**src/lvdw_pkg.sv**
```systemverilog
// Package for the supply monitor and wake-up block: register map, field layout, timing.
// Assumes a 200 MHz system clock and a 32-bit Avalon-MM register bus.
package lvdw_pkg;

  // Register byte addresses.
  localparam logic [3:0] ADDR_CTRL     = 4'h0;
  localparam logic [3:0] ADDR_IRQ      = 4'h4;
  localparam logic [3:0] ADDR_CORE     = 4'h8;
  localparam logic [3:0] ADDR_STACKTOP = 4'hc;

  // Control register fields.
  localparam int THR_LSB  = 0;
  localparam int THR_MSB  = 2;
  localparam int EN_BIT   = 4;
  localparam int FLAG_BIT = 5;
  localparam logic [7:0] CTRL_WMASK = 8'h17;
  localparam logic [7:0] CTRL_RST   = 8'h00;

  // Interrupt register fields.
  localparam int IRQF_BIT   = 0;
  localparam int IRQE_BIT   = 1;
  localparam int GROUPF_BIT = 2;
  localparam int GROUPE_BIT = 3;
  localparam int GIE_BIT    = 4;

  // Core command register fields (write only, pulses).
  localparam int CMD_RETURN_FROM_IRQ  = 0;
  localparam int CMD_RET   = 1;
  localparam int CMD_SLEEP = 2;
  localparam int CMD_IDLE  = 3;

  // Request flag delay after the detect flag rises.
  localparam int IRQ_DELAY_NS  = 1000;
  localparam int CLK_PERIOD_NS = 5;
  localparam int IRQ_DELAY_CYC = (IRQ_DELAY_NS + CLK_PERIOD_NS - 1) / CLK_PERIOD_NS;
  localparam int DLY_W         = 8;

  localparam logic [12:0] IRQ_VECTOR = 13'h0010;
  localparam int PC_W = 13;

  typedef enum logic [1:0] {
    LVDW_RUN,
    LVDW_SLEEP,
    LVDW_IDLE
  } lvdw_pmode_t;

  typedef struct packed {
    logic       read;
    logic       write;
    logic [3:0] address;
    logic [31:0] writedata;
  } lvdw_req_t;

endpackage : lvdw_pkg

```
**src/lvdw_delay.sv**
```systemverilog
// Qualification delay: a pulse once the detect level has stayed high for the set count.
// Assumes a synchronised level input on the system clock.
module lvdw_delay (
  input  wire logic sys_clk_in,
  input  wire logic reset_n_in,
  input  wire logic level_in,
  output logic      fire_out
);
  logic [lvdw_pkg::DLY_W-1:0] cnt_r;

  // A dip restarts the count, so a supply hovering at the threshold needs a full quiet period.
  always_ff @(posedge sys_clk_in or negedge reset_n_in) begin
    if (!reset_n_in) begin
      cnt_r    <= '0;
      fire_out <= 1'b0;
    end else begin
      fire_out <= 1'b0;
      if (!level_in) begin
        cnt_r <= '0;
      end else if (cnt_r != lvdw_pkg::DLY_W'(lvdw_pkg::IRQ_DELAY_CYC)) begin
        cnt_r <= cnt_r + 1'b1;
        if (cnt_r == lvdw_pkg::DLY_W'(lvdw_pkg::IRQ_DELAY_CYC - 1)) begin
          fire_out <= 1'b1;
        end
      end
    end
  end
endmodule : lvdw_delay

```
**src/lvdw_top.sv**
```systemverilog
// Supply monitor with low-voltage interrupt, grouped request and wake-up control.
// Assumes an analog comparator output that is asynchronous and an Avalon-MM master.
//
// Contract
// - Any request flag rising wakes the core
// - Wake-up ignores the per-interrupt enables
// - Flags stay set until serviced or cleared
// - Servicing clears only the group flag
// - Entry pushes only the program counter
// - Return-from-irq sets global enable; plain doesn't
// - Bit 4 enables the detector
// - Bit 5 reads the detect level
// - Three-bit threshold, all codes 3.6V
// - Bits 7, 6, 3 read zero
// - Detector runs while powered down
// - Request flag set after fixed delay
// - Detect level may toggle repeatedly
// - Flag set in sleep wakes, unless preset
// - Reference enabled together with detector
// - Low-voltage request belongs to group
// - Taken only with both enables set
//
// The address map and the Avalon-MM register port are this design's own decisions.
module lvdw_top (
  input  wire logic                       sys_clk_in,
  input  wire logic                       reset_n_in,
  input  wire logic                       avs_read_in,
  input  wire logic                       avs_write_in,
  input  wire logic [3:0]                 avs_address_in,
  input  wire logic [31:0]                avs_writedata_in,
  output logic [31:0]                     avs_readdata_out,
  output logic                            avs_waitrequest_out,
  input  wire logic                       comp_low_in,
  input  wire logic [lvdw_pkg::PC_W-1:0]  core_pc_in,
  input  wire logic                       core_ack_in,
  output logic                            comp_enable_out,
  output logic                            ref_enable_out,
  output logic                            wake_out,
  output logic                            irq_take_out,
  output logic [lvdw_pkg::PC_W-1:0]       irq_vector_out,
  output logic [1:0]                      power_mode_out
);

  lvdw_pkg::lvdw_req_t req;
  assign req = '{read: avs_read_in, write: avs_write_in,
                 address: avs_address_in, writedata: avs_writedata_in};

  logic [7:0]                ctrl_r;
  logic                      sync1_r;
  logic                      sync2_r;
  logic                      fire;
  logic                      irqf_r;
  logic                      irqe_r;
  logic                      groupf_r;
  logic                      groupe_r;
  logic                      gie_r;
  logic                      groupf_prev_r;
  logic                      irqf_prev_r;
  logic [lvdw_pkg::PC_W-1:0] stack_r;
  logic                      ack_pend_r;
  lvdw_pkg::lvdw_pmode_t     mode_r;

  // One bus access takes two cycles: the request stalls for one cycle, then completes.
  logic ack_now;
  assign ack_now = (req.read || req.write) && ack_pend_r;

  function automatic logic hit(input logic [3:0] a, input logic [3:0] b);
    hit = (a == b);
  endfunction : hit

  logic wr_ctrl;
  logic wr_irq;
  logic wr_cmd;
  assign wr_ctrl = ack_now && req.write && hit(req.address, lvdw_pkg::ADDR_CTRL);
  assign wr_irq  = ack_now && req.write && hit(req.address, lvdw_pkg::ADDR_IRQ);
  assign wr_cmd  = ack_now && req.write && hit(req.address, lvdw_pkg::ADDR_CORE);

  logic cmd_return_from_irq;
  logic cmd_ret;
  logic cmd_sleep;
  logic cmd_idle;
  assign cmd_return_from_irq  = wr_cmd && req.writedata[lvdw_pkg::CMD_RETURN_FROM_IRQ];
  assign cmd_ret   = wr_cmd && req.writedata[lvdw_pkg::CMD_RET];
  assign cmd_sleep = wr_cmd && req.writedata[lvdw_pkg::CMD_SLEEP];
  assign cmd_idle  = wr_cmd && req.writedata[lvdw_pkg::CMD_IDLE];

  // Read decode; an address that matches none of these reads as zero.
  logic rd_ctrl;
  logic rd_irq;
  logic rd_stack;
  assign rd_ctrl  = hit(req.address, lvdw_pkg::ADDR_CTRL);
  assign rd_irq   = hit(req.address, lvdw_pkg::ADDR_IRQ);
  assign rd_stack = hit(req.address, lvdw_pkg::ADDR_STACKTOP);

  always_ff @(posedge sys_clk_in or negedge reset_n_in) begin
    if (!reset_n_in) begin
      ack_pend_r <= 1'b0;
    end else begin
      ack_pend_r <= (req.read || req.write) && !ack_pend_r;
    end
  end

  always_ff @(posedge sys_clk_in or negedge reset_n_in) begin
    if (!reset_n_in) begin
      avs_waitrequest_out <= 1'b1;
    end else begin
      avs_waitrequest_out <= !((req.read || req.write) && !ack_pend_r);
    end
  end

  // Enable and threshold are writable; the flag and unused bits are not stored.
  always_ff @(posedge sys_clk_in or negedge reset_n_in) begin
    if (!reset_n_in) begin
      ctrl_r <= lvdw_pkg::CTRL_RST;
    end else if (wr_ctrl) begin
      ctrl_r <= req.writedata[7:0] & lvdw_pkg::CTRL_WMASK;
    end
  end

  // The comparator and its reference follow the enable bit in every power mode.
  always_ff @(posedge sys_clk_in or negedge reset_n_in) begin
    if (!reset_n_in) begin
      comp_enable_out <= 1'b0;
    end else begin
      comp_enable_out <= ctrl_r[lvdw_pkg::EN_BIT];
    end
  end

  // The reference has no bit of its own, so it is powered whenever the detector is.
  always_ff @(posedge sys_clk_in or negedge reset_n_in) begin
    if (!reset_n_in) begin
      ref_enable_out <= 1'b0;
    end else begin
      ref_enable_out <= ctrl_r[lvdw_pkg::EN_BIT];
    end
  end

  // Only sync2_r is read past this point.
  always_ff @(posedge sys_clk_in or negedge reset_n_in) begin
    if (!reset_n_in) begin
      sync1_r <= 1'b0;
      sync2_r <= 1'b0;
    end else begin
      sync1_r <= comp_low_in && ctrl_r[lvdw_pkg::EN_BIT];
      sync2_r <= sync1_r;
    end
  end

  // The delay restarts on every drop, so hovering near the threshold is harmless.
  lvdw_delay u_delay (
    .sys_clk_in (sys_clk_in),
    .reset_n_in (reset_n_in),
    .level_in   (sync2_r),
    .fire_out   (fire)
  );

  logic take;
  assign take = gie_r && groupe_r && groupf_r && irqe_r && !irq_take_out;

  // Source flag: set by the delayed detect, cleared only by software; set beats clear.
  always_ff @(posedge sys_clk_in or negedge reset_n_in) begin
    if (!reset_n_in) begin
      irqf_r <= 1'b0;
    end else if (fire) begin
      irqf_r <= 1'b1;
    end else if (wr_irq) begin
      irqf_r <= req.writedata[lvdw_pkg::IRQF_BIT];
    end
  end

  // Group flag follows the source rising and clears on servicing, not on the source.
  always_ff @(posedge sys_clk_in or negedge reset_n_in) begin
    if (!reset_n_in) begin
      groupf_r <= 1'b0;
    end else if (fire) begin
      groupf_r <= 1'b1;
    end else if (take) begin
      groupf_r <= 1'b0;
    end else if (wr_irq) begin
      groupf_r <= req.writedata[lvdw_pkg::GROUPF_BIT];
    end
  end

  // Enables gate only servicing; they never touch the flags or the wake path.
  always_ff @(posedge sys_clk_in or negedge reset_n_in) begin
    if (!reset_n_in) begin
      irqe_r <= 1'b0;
    end else if (wr_irq) begin
      irqe_r <= req.writedata[lvdw_pkg::IRQE_BIT];
    end
  end

  always_ff @(posedge sys_clk_in or negedge reset_n_in) begin
    if (!reset_n_in) begin
      groupe_r <= 1'b0;
    end else if (wr_irq) begin
      groupe_r <= req.writedata[lvdw_pkg::GROUPE_BIT];
    end
  end

  // Global enable: cleared on entry, set by return-from-irq, held low by plain return.
  always_ff @(posedge sys_clk_in or negedge reset_n_in) begin
    if (!reset_n_in) begin
      gie_r <= 1'b0;
    end else if (take) begin
      gie_r <= 1'b0;
    end else if (cmd_return_from_irq) begin
      gie_r <= 1'b1;
    end else if (cmd_ret) begin
      gie_r <= 1'b0;
    end else if (wr_irq) begin
      gie_r <= req.writedata[lvdw_pkg::GIE_BIT];
    end
  end

  // Only the program counter is saved; no other core state is captured.
  always_ff @(posedge sys_clk_in or negedge reset_n_in) begin
    if (!reset_n_in) begin
      stack_r <= '0;
    end else if (take) begin
      stack_r <= core_pc_in;
    end
  end

  // Entry stays raised until the core acknowledges, so a slow push cannot miss it.
  always_ff @(posedge sys_clk_in or negedge reset_n_in) begin
    if (!reset_n_in) begin
      irq_take_out <= 1'b0;
    end else if (take) begin
      irq_take_out <= 1'b1;
    end else if (core_ack_in) begin
      irq_take_out <= 1'b0;
    end
  end

  always_ff @(posedge sys_clk_in or negedge reset_n_in) begin
    if (!reset_n_in) begin
      irq_vector_out <= '0;
    end else if (take) begin
      irq_vector_out <= lvdw_pkg::IRQ_VECTOR;
    end
  end

  // Wake is an edge on any request flag, enables not consulted.
  logic flag_rise;
  assign flag_rise = (irqf_r && !irqf_prev_r) || (groupf_r && !groupf_prev_r);

  // Both copies reset low, the idle level of the flags, so no false edge follows reset.
  always_ff @(posedge sys_clk_in or negedge reset_n_in) begin
    if (!reset_n_in) begin
      irqf_prev_r <= 1'b0;
    end else begin
      irqf_prev_r <= irqf_r;
    end
  end

  always_ff @(posedge sys_clk_in or negedge reset_n_in) begin
    if (!reset_n_in) begin
      groupf_prev_r <= 1'b0;
    end else begin
      groupf_prev_r <= groupf_r;
    end
  end

  always_ff @(posedge sys_clk_in or negedge reset_n_in) begin
    if (!reset_n_in) begin
      mode_r <= lvdw_pkg::LVDW_RUN;
    end else begin
      case (mode_r)
        lvdw_pkg::LVDW_RUN: begin
          if (cmd_sleep) begin
            mode_r <= lvdw_pkg::LVDW_SLEEP;
          end else if (cmd_idle) begin
            mode_r <= lvdw_pkg::LVDW_IDLE;
          end
        end
        lvdw_pkg::LVDW_SLEEP: begin
          if (flag_rise) begin
            mode_r <= lvdw_pkg::LVDW_RUN;
          end
        end
        lvdw_pkg::LVDW_IDLE: begin
          if (flag_rise) begin
            mode_r <= lvdw_pkg::LVDW_RUN;
          end
        end
        // The spare code can only come from an upset; fall back to running.
        default: begin
          mode_r <= lvdw_pkg::LVDW_RUN;
        end
      endcase
    end
  end

  // Wake and the visible mode are both taken from mode_r on the same edge.
  always_ff @(posedge sys_clk_in or negedge reset_n_in) begin
    if (!reset_n_in) begin
      wake_out <= 1'b0;
    end else begin
      wake_out <= flag_rise && (mode_r != lvdw_pkg::LVDW_RUN);
    end
  end

  always_ff @(posedge sys_clk_in or negedge reset_n_in) begin
    if (!reset_n_in) begin
      power_mode_out <= 2'h0;
    end else begin
      power_mode_out <= mode_r;
    end
  end

  // Read data is registered with the stall cycle, so it stands when waitrequest drops.
  always_ff @(posedge sys_clk_in or negedge reset_n_in) begin
    if (!reset_n_in) begin
      avs_readdata_out <= 32'h0;
    end else begin
      avs_readdata_out <= 32'h0;
      if (rd_ctrl) begin
        avs_readdata_out[7:0] <= {2'h0, sync2_r, ctrl_r[4:0]};
      end else if (rd_irq) begin
        avs_readdata_out[4:0] <= {gie_r, groupe_r, groupf_r, irqe_r, irqf_r};
      end else if (rd_stack) begin
        avs_readdata_out[lvdw_pkg::PC_W-1:0] <= stack_r;
      end
    end
  end

endmodule : lvdw_top

```
**config.mk**
```make
export PLATFORM = sky130hd
export DESIGN_NAME = lvdw_top
export DESIGN_NICKNAME = d
export VERILOG_FILES = /design/src/lvdw_pkg.sv /design/src/lvdw_delay.sv /design/src/lvdw_top.sv
export SDC_FILE = /design/constraint.sdc
export NUM_CORES = 1
export LEC_CHECK = 0
export CAP_MARGIN = 20
export CORE_ASPECT_RATIO = 1.25
export CORE_MARGIN = 3
export CORE_UTILIZATION = 26
export CTS_CLUSTER_SIZE = 8
export DETAILED_ROUTE_END_ITERATION = 10
export DONT_BUFFER_PORTS = 1
export PLACE_DENSITY = 0.45
export SYNTH_ARGS = -nofsm -noshare
export SYNTH_HDL_FRONTEND = slang
export SYNTH_SLANG_ARGS = --single-unit
```
**constraint.sdc**
```tcl
create_clock -name sys_clk_in -period 4 [get_ports sys_clk_in]
set_input_delay 0.8 -clock sys_clk_in [delete_from_list [all_inputs] [get_ports sys_clk_in]]
set_output_delay 0.8 -clock sys_clk_in [all_outputs]
set_load 0.01 [all_outputs]
```
After elaboration in Yosys (flattened, before gate mapping):

Cells that the tools add are included.

* bits in registers: 58
* output and inout port bits: 52
* input port bits: 55
* word-level logic and storage cells: 92

* $add $sub $neg: 1
* equality and inequality tests: 10
* reduce and logical (&&, ||, !) cells: 34
* mux-type cells: 25

Operators with widths (number)
* two-way mux 8 bit: 4
* logical AND 1 bit: 18
* two-way mux 1 bit: 14
* two-way mux 13 bit: 1
* two-way mux 5 bit: 2
* adder 8 x 1 -> 8 bit, second input constant: 1
* equality test 4 bit, second input constant: 2
* equality test 8 bit, second input constant: 1
* inequality test 8 bit, second input constant: 1
* two-way mux 2 bit: 3
* nonzero test 2 bit: 3
* zero test 1 bit: 5
* equality test 4 x 3 -> 1 bit, second input constant: 1
* zero test 4 bit: 1
* inequality test 2 x 1 -> 1 bit, second input constant: 2
* one-hot mux 2 bit (2 select lines): 1
* nonzero test 4 bit: 1
* inequality test 3 bit, second input constant: 1
* nonzero test 3 bit: 1
* equality test 2 x 1 -> 1 bit, second input constant: 1
* equality test 2 bit, second input constant: 1
* zero test 2 bit: 1
* logical OR 1 bit: 2
* AND reduction 2 bit: 1
* OR reduction 2 bit: 1

Depth between registers and ports, before layout:

Gate-level depths: netlist (run 1).

* depth in word-level cells: 8
* gate-level depth with buffers: 6
* mapped depth without buffers: 6

Modules after synthesis:

A second synthesis (run 1) with hierarchy kept.

* cells, all modules: 226
* area, all modules: 2651.3 um^2

Modules (own cells, without submodules)
* lvdw_top: instances 1, cells each 178, sequential area each 1227.4 um^2, area an instance 2168.3 um^2
* lvdw_delay: instances 1, cells each 48, sequential area each 225.2 um^2, area an instance 483.0 um^2

Worst setup path before layout (run 1):

Ideal clock, no wire load.

* path type: input-to-reg
* from: input avs_address_in[0]
* to: register groupf_r
* arrival time: 1.730 ns
* buffers on the path: 0
* required time: 3.882 ns
* setup slack: 2.152 ns
* stages: 4
* setup time: 0.118 ns
* cell sequence: and4bb_4 > nand3b_4 > mux2_4 > a21o_1

* longest elaborated chain between the ends: 3

Ends and longest elaborated chain
* from (decl): RTL line lvdw_top.sv:29 `input wire logic [3:0] avs_address_in,`
* equality test 4 x 3 -> 1 bit: RTL line lvdw_top.sv:68 `hit = (a == b);`
* logical AND 1 bit: RTL line lvdw_top.sv:75 `assign wr_irq = ack_now && req.write && hit(req.address, lvdw_pkg::ADDR_IRQ);`
* nonzero test 3 bit (no source line)
* to (signal assigned): RTL line lvdw_top.sv:180 `groupf_r <= req.writedata[lvdw_pkg::GROUPF_BIT];`
* to (decl): RTL line lvdw_top.sv:54 `logic groupf_r;`

Every way passes these cells.
A chain may end at the register's enable or synchronous reset.

Worst setup path after layout (run 1):

* from: register avs_waitrequest_out
* to: output avs_waitrequest_out

RTL lines
* from (decl): RTL line lvdw_top.sv:32 `output logic avs_waitrequest_out,`
* from (signal assigned): RTL line lvdw_top.sv:107 `avs_waitrequest_out <= !((req.read || req.write) && !ack_pend_r);`

No word-level cell between the ends.

==> results of run 1 <==
## cells in the final DEF, fill, tap and decap left out, drive strengths merged, types with 2 or more instances in the layout
cell type and instances:
dfrtp 57, conb 31, mux2 24, and2 14
clkbuf 14, nor2 10, inv 8, nand2 8
nand3 6, xnor2 5, a22oi 4, nand2b 4
and3 4, o21ai 3, ha 3, or2 2
a21oi 2, mux2i 2, nor2b 2, xor2 2
nand3b 2
## final cells by class
cell class | instances | area [sq um]
fillers | 998 | 6830
flip-flops and latches | 58 | 1450
multi-input cells | 143 | 995
clock buffers | 14 | 264
well taps | 126 | 158
clock inverters | 2 | 35.0
inverters | 8 | 30.0
## cell usage after synthesis
master      n  share of area, %
nand4bb_1   1              0.43
nand3_2     1              0.38
a21boi_0    1              0.29
o211a_1     1              0.38
ha_1        3               1.4
buf_4      33               9.4
a21oi_1     2              0.38
and4bb_4    1              0.62
dfstp_2     1               1.0
xnor2_1     5               1.7
dfrtp_1    57                54
mux2i_1     2              0.76
and3_1      4              0.95
a31oi_1     1              0.24
nor3_2      1              0.38
a21o_1      1              0.29
o31ai_1     1              0.29
nor2_2      1              0.24
mux2_2     23               9.8
nand4b_1    1              0.33
xor2_1      2              0.67
o21ai_0     3              0.57
nor4b_1     1              0.33
nor2b_1     2              0.48
inv_1       8               1.1
and2_1     14               3.3
nand2_1     8               1.1
nor2_1      9               1.3
clkbuf_1    2              0.29
buf_2       2              0.38
nand3_1     5              0.95
or2_2       2              0.48
nor3b_1     1              0.29
nand3b_4    1              0.76
a22oi_1     4               1.1
mux2_4      1              0.57
a311oi_1    1              0.33
a211o_1     1              0.33
o22ai_1     1              0.24
nand2b_1    4              0.95
conb_1      1              0.14
nand3b_1    1              0.29
a221o_1     1              0.38
## path summary, 6_finish.rpt
path | from | end | slack (ns) | depth (start not counted)
setup / recovery | avs_waitrequest_out$_DFF_PN1_ | avs_waitrequest_out | 2.35 | 0
max in group asynchronous | reset_n_in | avs_waitrequest_out$_DFF_PN1_ | 3.62 | 0
setup reg to reg | groupf_r$_DFFE_PN0P_ | stack_r[11]$_DFFE_PN0P_ | 2.42 | 3
min in group sys_clk_in | sync1_r$_DFF_PN0_ | sync2_r$_DFF_PN0_ | 0.35 | 0
hold reg to reg | sync1_r$_DFF_PN0_ | sync2_r$_DFF_PN0_ | 0.35 | 0
hold / removal | reset_n_in | avs_readdata_out[5]$_DFF_PN0_ | 0.18 | 0
## cell families (layout without fill, tap and decap cells)
logic type                 after synthesis  after routing
other                                    1             31
AOI/OAI and AO/OA                       18             18
and+or+nand+nor                         58             58
buffers and inverters                   45             24
DFF                                     58             58
muxes                                   26             26
adders and majority gates                3              3
xor gates and xnor gates                 7              7
## registers in the layout, indices dropped and copies added (netlist names), 2 cells and up
signal	flops
avs_readdata_out	13
ctrl_r	4
mode_r	2
power_mode_out	2
stack_r	13
u_delay.cnt_r	8
## where the power goes
group | internal, uW | switching [uW]
Combinational | 68.0 | 62.5
Sequential | 653 | 50.6
Clock | 514 | 245
Total | 1230 | 358
## metal layers
layer / wire, um / global-route usage, % / up-vias
met5: 0 / 0 / -
met2: 2520 / 14.8 / 49
met4: 78 / 5.07 / 0
met1: 2110 / 12.0 / 735
li1: - / - / 675
met3: 367 / 4.07 / 8
## stage by stage
step,instances,hold WS [ns]
CTS,351,0.160
global placement,335,0.334
detailed placement,335,0.339
floorplan,246,0.331
global route,351,0.156
finish,351,0.176
==> reports/metrics.cfg, run 1 <==
[timing]
skew_ns=0.00814
fin_tns_setup_ns=0
min_period_ns=1.65
finalWorstSetupSlack_ns=2.35
fmax_mhz=605
rsz0062_at_grt=no
setup-violations-final=0
maxSlewViolCount=0
max_slew_margin_pct=64.9
min_period_over_period_pct=41.3
final_hold_viol_count=0
worstMarginPinSlew_ns=0.525

[place]
dpl.hpwl_mm=3.52
place_ws_ns=2.05
dpl_cell_area_sq_um=2640
portBuffers=0
place_congestion=0.697

[synth]
ys_seq_area_share_pct=55.2
synthXorXnorAreaFrac_pct=2.33
synth_top_family_by_area=simple AND/OR/NAND/NOR gates
synthCells=216
synthesis.area_sq_um=2630
ys_ff_latch=58
synth_compound_area_share_pct=4.85
synth-adder-area-share_pct=1.43
synthMuxAreaShare_pct=11.2
ys_types=43
postSynthAreaPerCell_sq_um=12.2
synthSimpleGateAreaFrac_pct=13.6
ys_warn_count=0

[die]
fp.coreArea_sq_um=9760
fp.dieH_um=118
start_util_pct=26.9
ios=107
die_x_um=96.0
fp-row-count=40
fp.dieArea_sq_um=11400

[routing]
post-route-drc-count=0
drtIter0Drc=58
drt_pass1_iterations=4
wl_per_cell_um=14.5
viasPerCell=4.18
drt_wl_total_mm=5.07
num_vias=1467
postRouteAntennaNets=0

[clock_network]
cts_resized=0
postCtsSetupBuffers=0
clk_latency_ns=0.32
cts.path.max_buffers=2
cts_tree=done
cts_buffers=9
clockRootBuffer=clkbuf_16
cts.htree.levels=3
clk_pin_slew_ns=0.05
cts.sinks=58
cts-hold-fix-buffers=0

[layout]
diodes=0
drive_above_1_share_pct=20.0
nets=278
fin_area_sq_um=2930
synthToLayoutAreaGrowth_pct=11.6
utilization_pct=30.1

[global_routing]
grt_usage_pct=9.88
grt_antenna_before_repair=0
grt_max_degree=59
grt_pass1_wl_mm=8.20
grt.overflow.total=0
grt_pass1_vias=1531

[worst_setup_path]
arrival_ns=0.85
worstSetupPathType=reg2out
path_max_fanout=1
start_kind=register
required_ns=3.20
cp-end-kind=primary output

[run]
maxCapViolCount=0

[min_path]
hold_path.class=in2async

[power]
powerDensity_nw_per_um2=543
p_total_uw=1590
vdd_drop_max_mv=0.206
leakagePower_uw=0.00139

[status]
status=complete, no violations

Power figures use the tool's default switching activity.
==> inputs of run 2 (changes only) <==
- clock period: 4 -> 1.6 ns (I/O delays scaled with it)
==> reports/metrics.cfg, run 2 (synthesis results as in run 1) <==
[die]
fp.coreArea_sq_um=9760
ios=107
fp.dieH_um=118
fp-row-count=40
start_util_pct=26.9
die_x_um=96.0
fp.dieArea_sq_um=11400

[layout]
multi_input_area_sq_um=995
synthToLayoutAreaGrowth_pct=12.6
fin_area_sq_um=2960
diodes=0
drive_above_1_share_pct=21.8
reg.largest.list=avs_readdata_out x13, stack_r x13, u_delay.cnt_r x8
layout_commonest_cell=dfrtp_1
final_cells=355
layout_common_cells=dfrtp_1, conb_1, mux2_2, and2_1
ff_latch_area_sq_um=1450
nets=282
fillers=998

[place]
dpl_cell_area_sq_um=2680
dp_cells=339
place_congestion=0.701
portBuffers=0
dpl.hpwl_mm=3.61

[timing]
skew_ns=0.00398
fin_tns_setup_ns=0
min_period_over_period_pct=90.0
setup-violations-final=0
holdWs_ns=-0.306
rsz0062_at_grt=no
fmax_mhz=695
min_period_ns=1.44
maxSlewViolCount=0
final_hold_viol_count=58

[clock_network]
clk_pin_slew_ns=0.05
postCtsSetupBuffers=0
cts.sinks=58
clk_latency_ns=0.32
clockRootBuffer=clkbuf_16
cts_buffers=9
cts_tree=done
cts.path.max_buffers=2
cts.htree.levels=3

[global_routing]
grt_usage_pct=9.91
grt_pass1_vias=1532
grt_pass1_wl_mm=8.20
grt.overflow.total=0
grt_max_degree=59
grt_antenna_before_repair=0

[routing]
post-route-drc-count=0
viasPerCell=4.12
postRouteAntennaNets=0
drt_pass1_iterations=4
drt_wl_total_mm=5.06
num_vias=1464
drtIter0Drc=76
wl_per_cell_um=14.3

[status]
violations=hold timing
status=finished with violations

[power]
leakagePower_uw=0.00142
vdd_drop_max_mv=0.556
powerDensity_nw_per_um2=1310

[worst_setup_path]
ff2ff_path_depth=5
path_max_fanout=4
cp_slowest_cell=dfrtp_1
required_ns=1.86
path_delay_family=simple AND/OR/NAND/NOR gates
cp-end-kind=register
crit_chain=inv_1, ha_1, and3_1, nor4b_1, a221o_1
reg2reg_to=mode_r[1]$_DFFE_PN0P_
slowest_delay_ns=0.39
rrSetupSlack_ns=0.16
r2r_start=mode_r[1]$_DFFE_PN0P_
start_kind=register
crit_buf_inv=1
arrival_ns=1.70
worstSetupPathType=reg2reg

[run]
maxCapViolCount=0

[min_path]
hold_path.class=in2async

[run 2: layout make-up]
cell class	instances	area share, %
Timing Repair Buffer	4	1.44
Clock buffer	14	9.25
Tap cell	126	5.32
Multi-Input combinational cell	143	33.6
Inverter	8	1.01
Clock inverter	2	0.338
Sequential cell	58	49.0
[run 2: routing by layer]
| layer | vias up | track usage [%] | share of wire [%] |
|---|---|---|---|
| met5 | - | 0 | 0 |
| li1 | 682 | - | - |
| met1 | 725 | 12.1 | 42 |
| met2 | 49 | 14.4 | 48 |
| met4 | 0 | 5.07 | 2.1 |
| met3 | 8 | 4.65 | 8.2 |
[run 2: worst max path at each step]
stage | start | to | cells past startpoint | slack, ns
final | mode_r[1]$_DFFE_PN0P_ | mode_r[1]$_DFFE_PN0P_ | 5 | 0.16
after global routing | mode_r[1]$_DFFE_PN0P_ | mode_r[1]$_DFFE_PN0P_ | 5 | 0.03
after CTS | mode_r[1]$_DFFE_PN0P_ | mode_r[1]$_DFFE_PN0P_ | 5 | 0.16
after detailed placement | avs_address_in[0] | groupf_r$_DFFE_PN0P_ | 4 | 0.15
after global placement | avs_address_in[0] | groupf_r$_DFFE_PN0P_ | 4 | 0.14
after floorplan | avs_address_in[0] | groupf_r$_DFFE_PN0P_ | 4 | 0.23
[run 2: power by group]
| part | internal, uW | switching (uW) |
|---|---|---|
| clock network | 1170 | 617 |
| registers | 1630 | 129 |
| logic | 175 | 153 |
| total | 2970 | 898 |
[run 2: metrics by stage]
| stage | util (%) | setup WS (ns) | power, uW | hold WS [ns] |
|---|---|---|---|---|
| global route | 30.3 | 0.0254 | 4100 | -0.328 |
| detailed placement | 27.4 | 0.147 | 2120 | 0.0278 |
| floorplan | - | 0.232 | 2110 | 0.0244 |
| finish | 30.3 | 0.161 | 3870 | -0.306 |
| global placement | 27.4 | 0.142 | 2110 | 0.0279 |
| CTS | 30.3 | 0.157 | 3960 | -0.324 |
[run 2: timing repair]
item,4_1_cts,5_1_grt
gates resized for setup,0,0
endpoints found under the setup margin,0,0
endpoints found under the hold margin,58,58
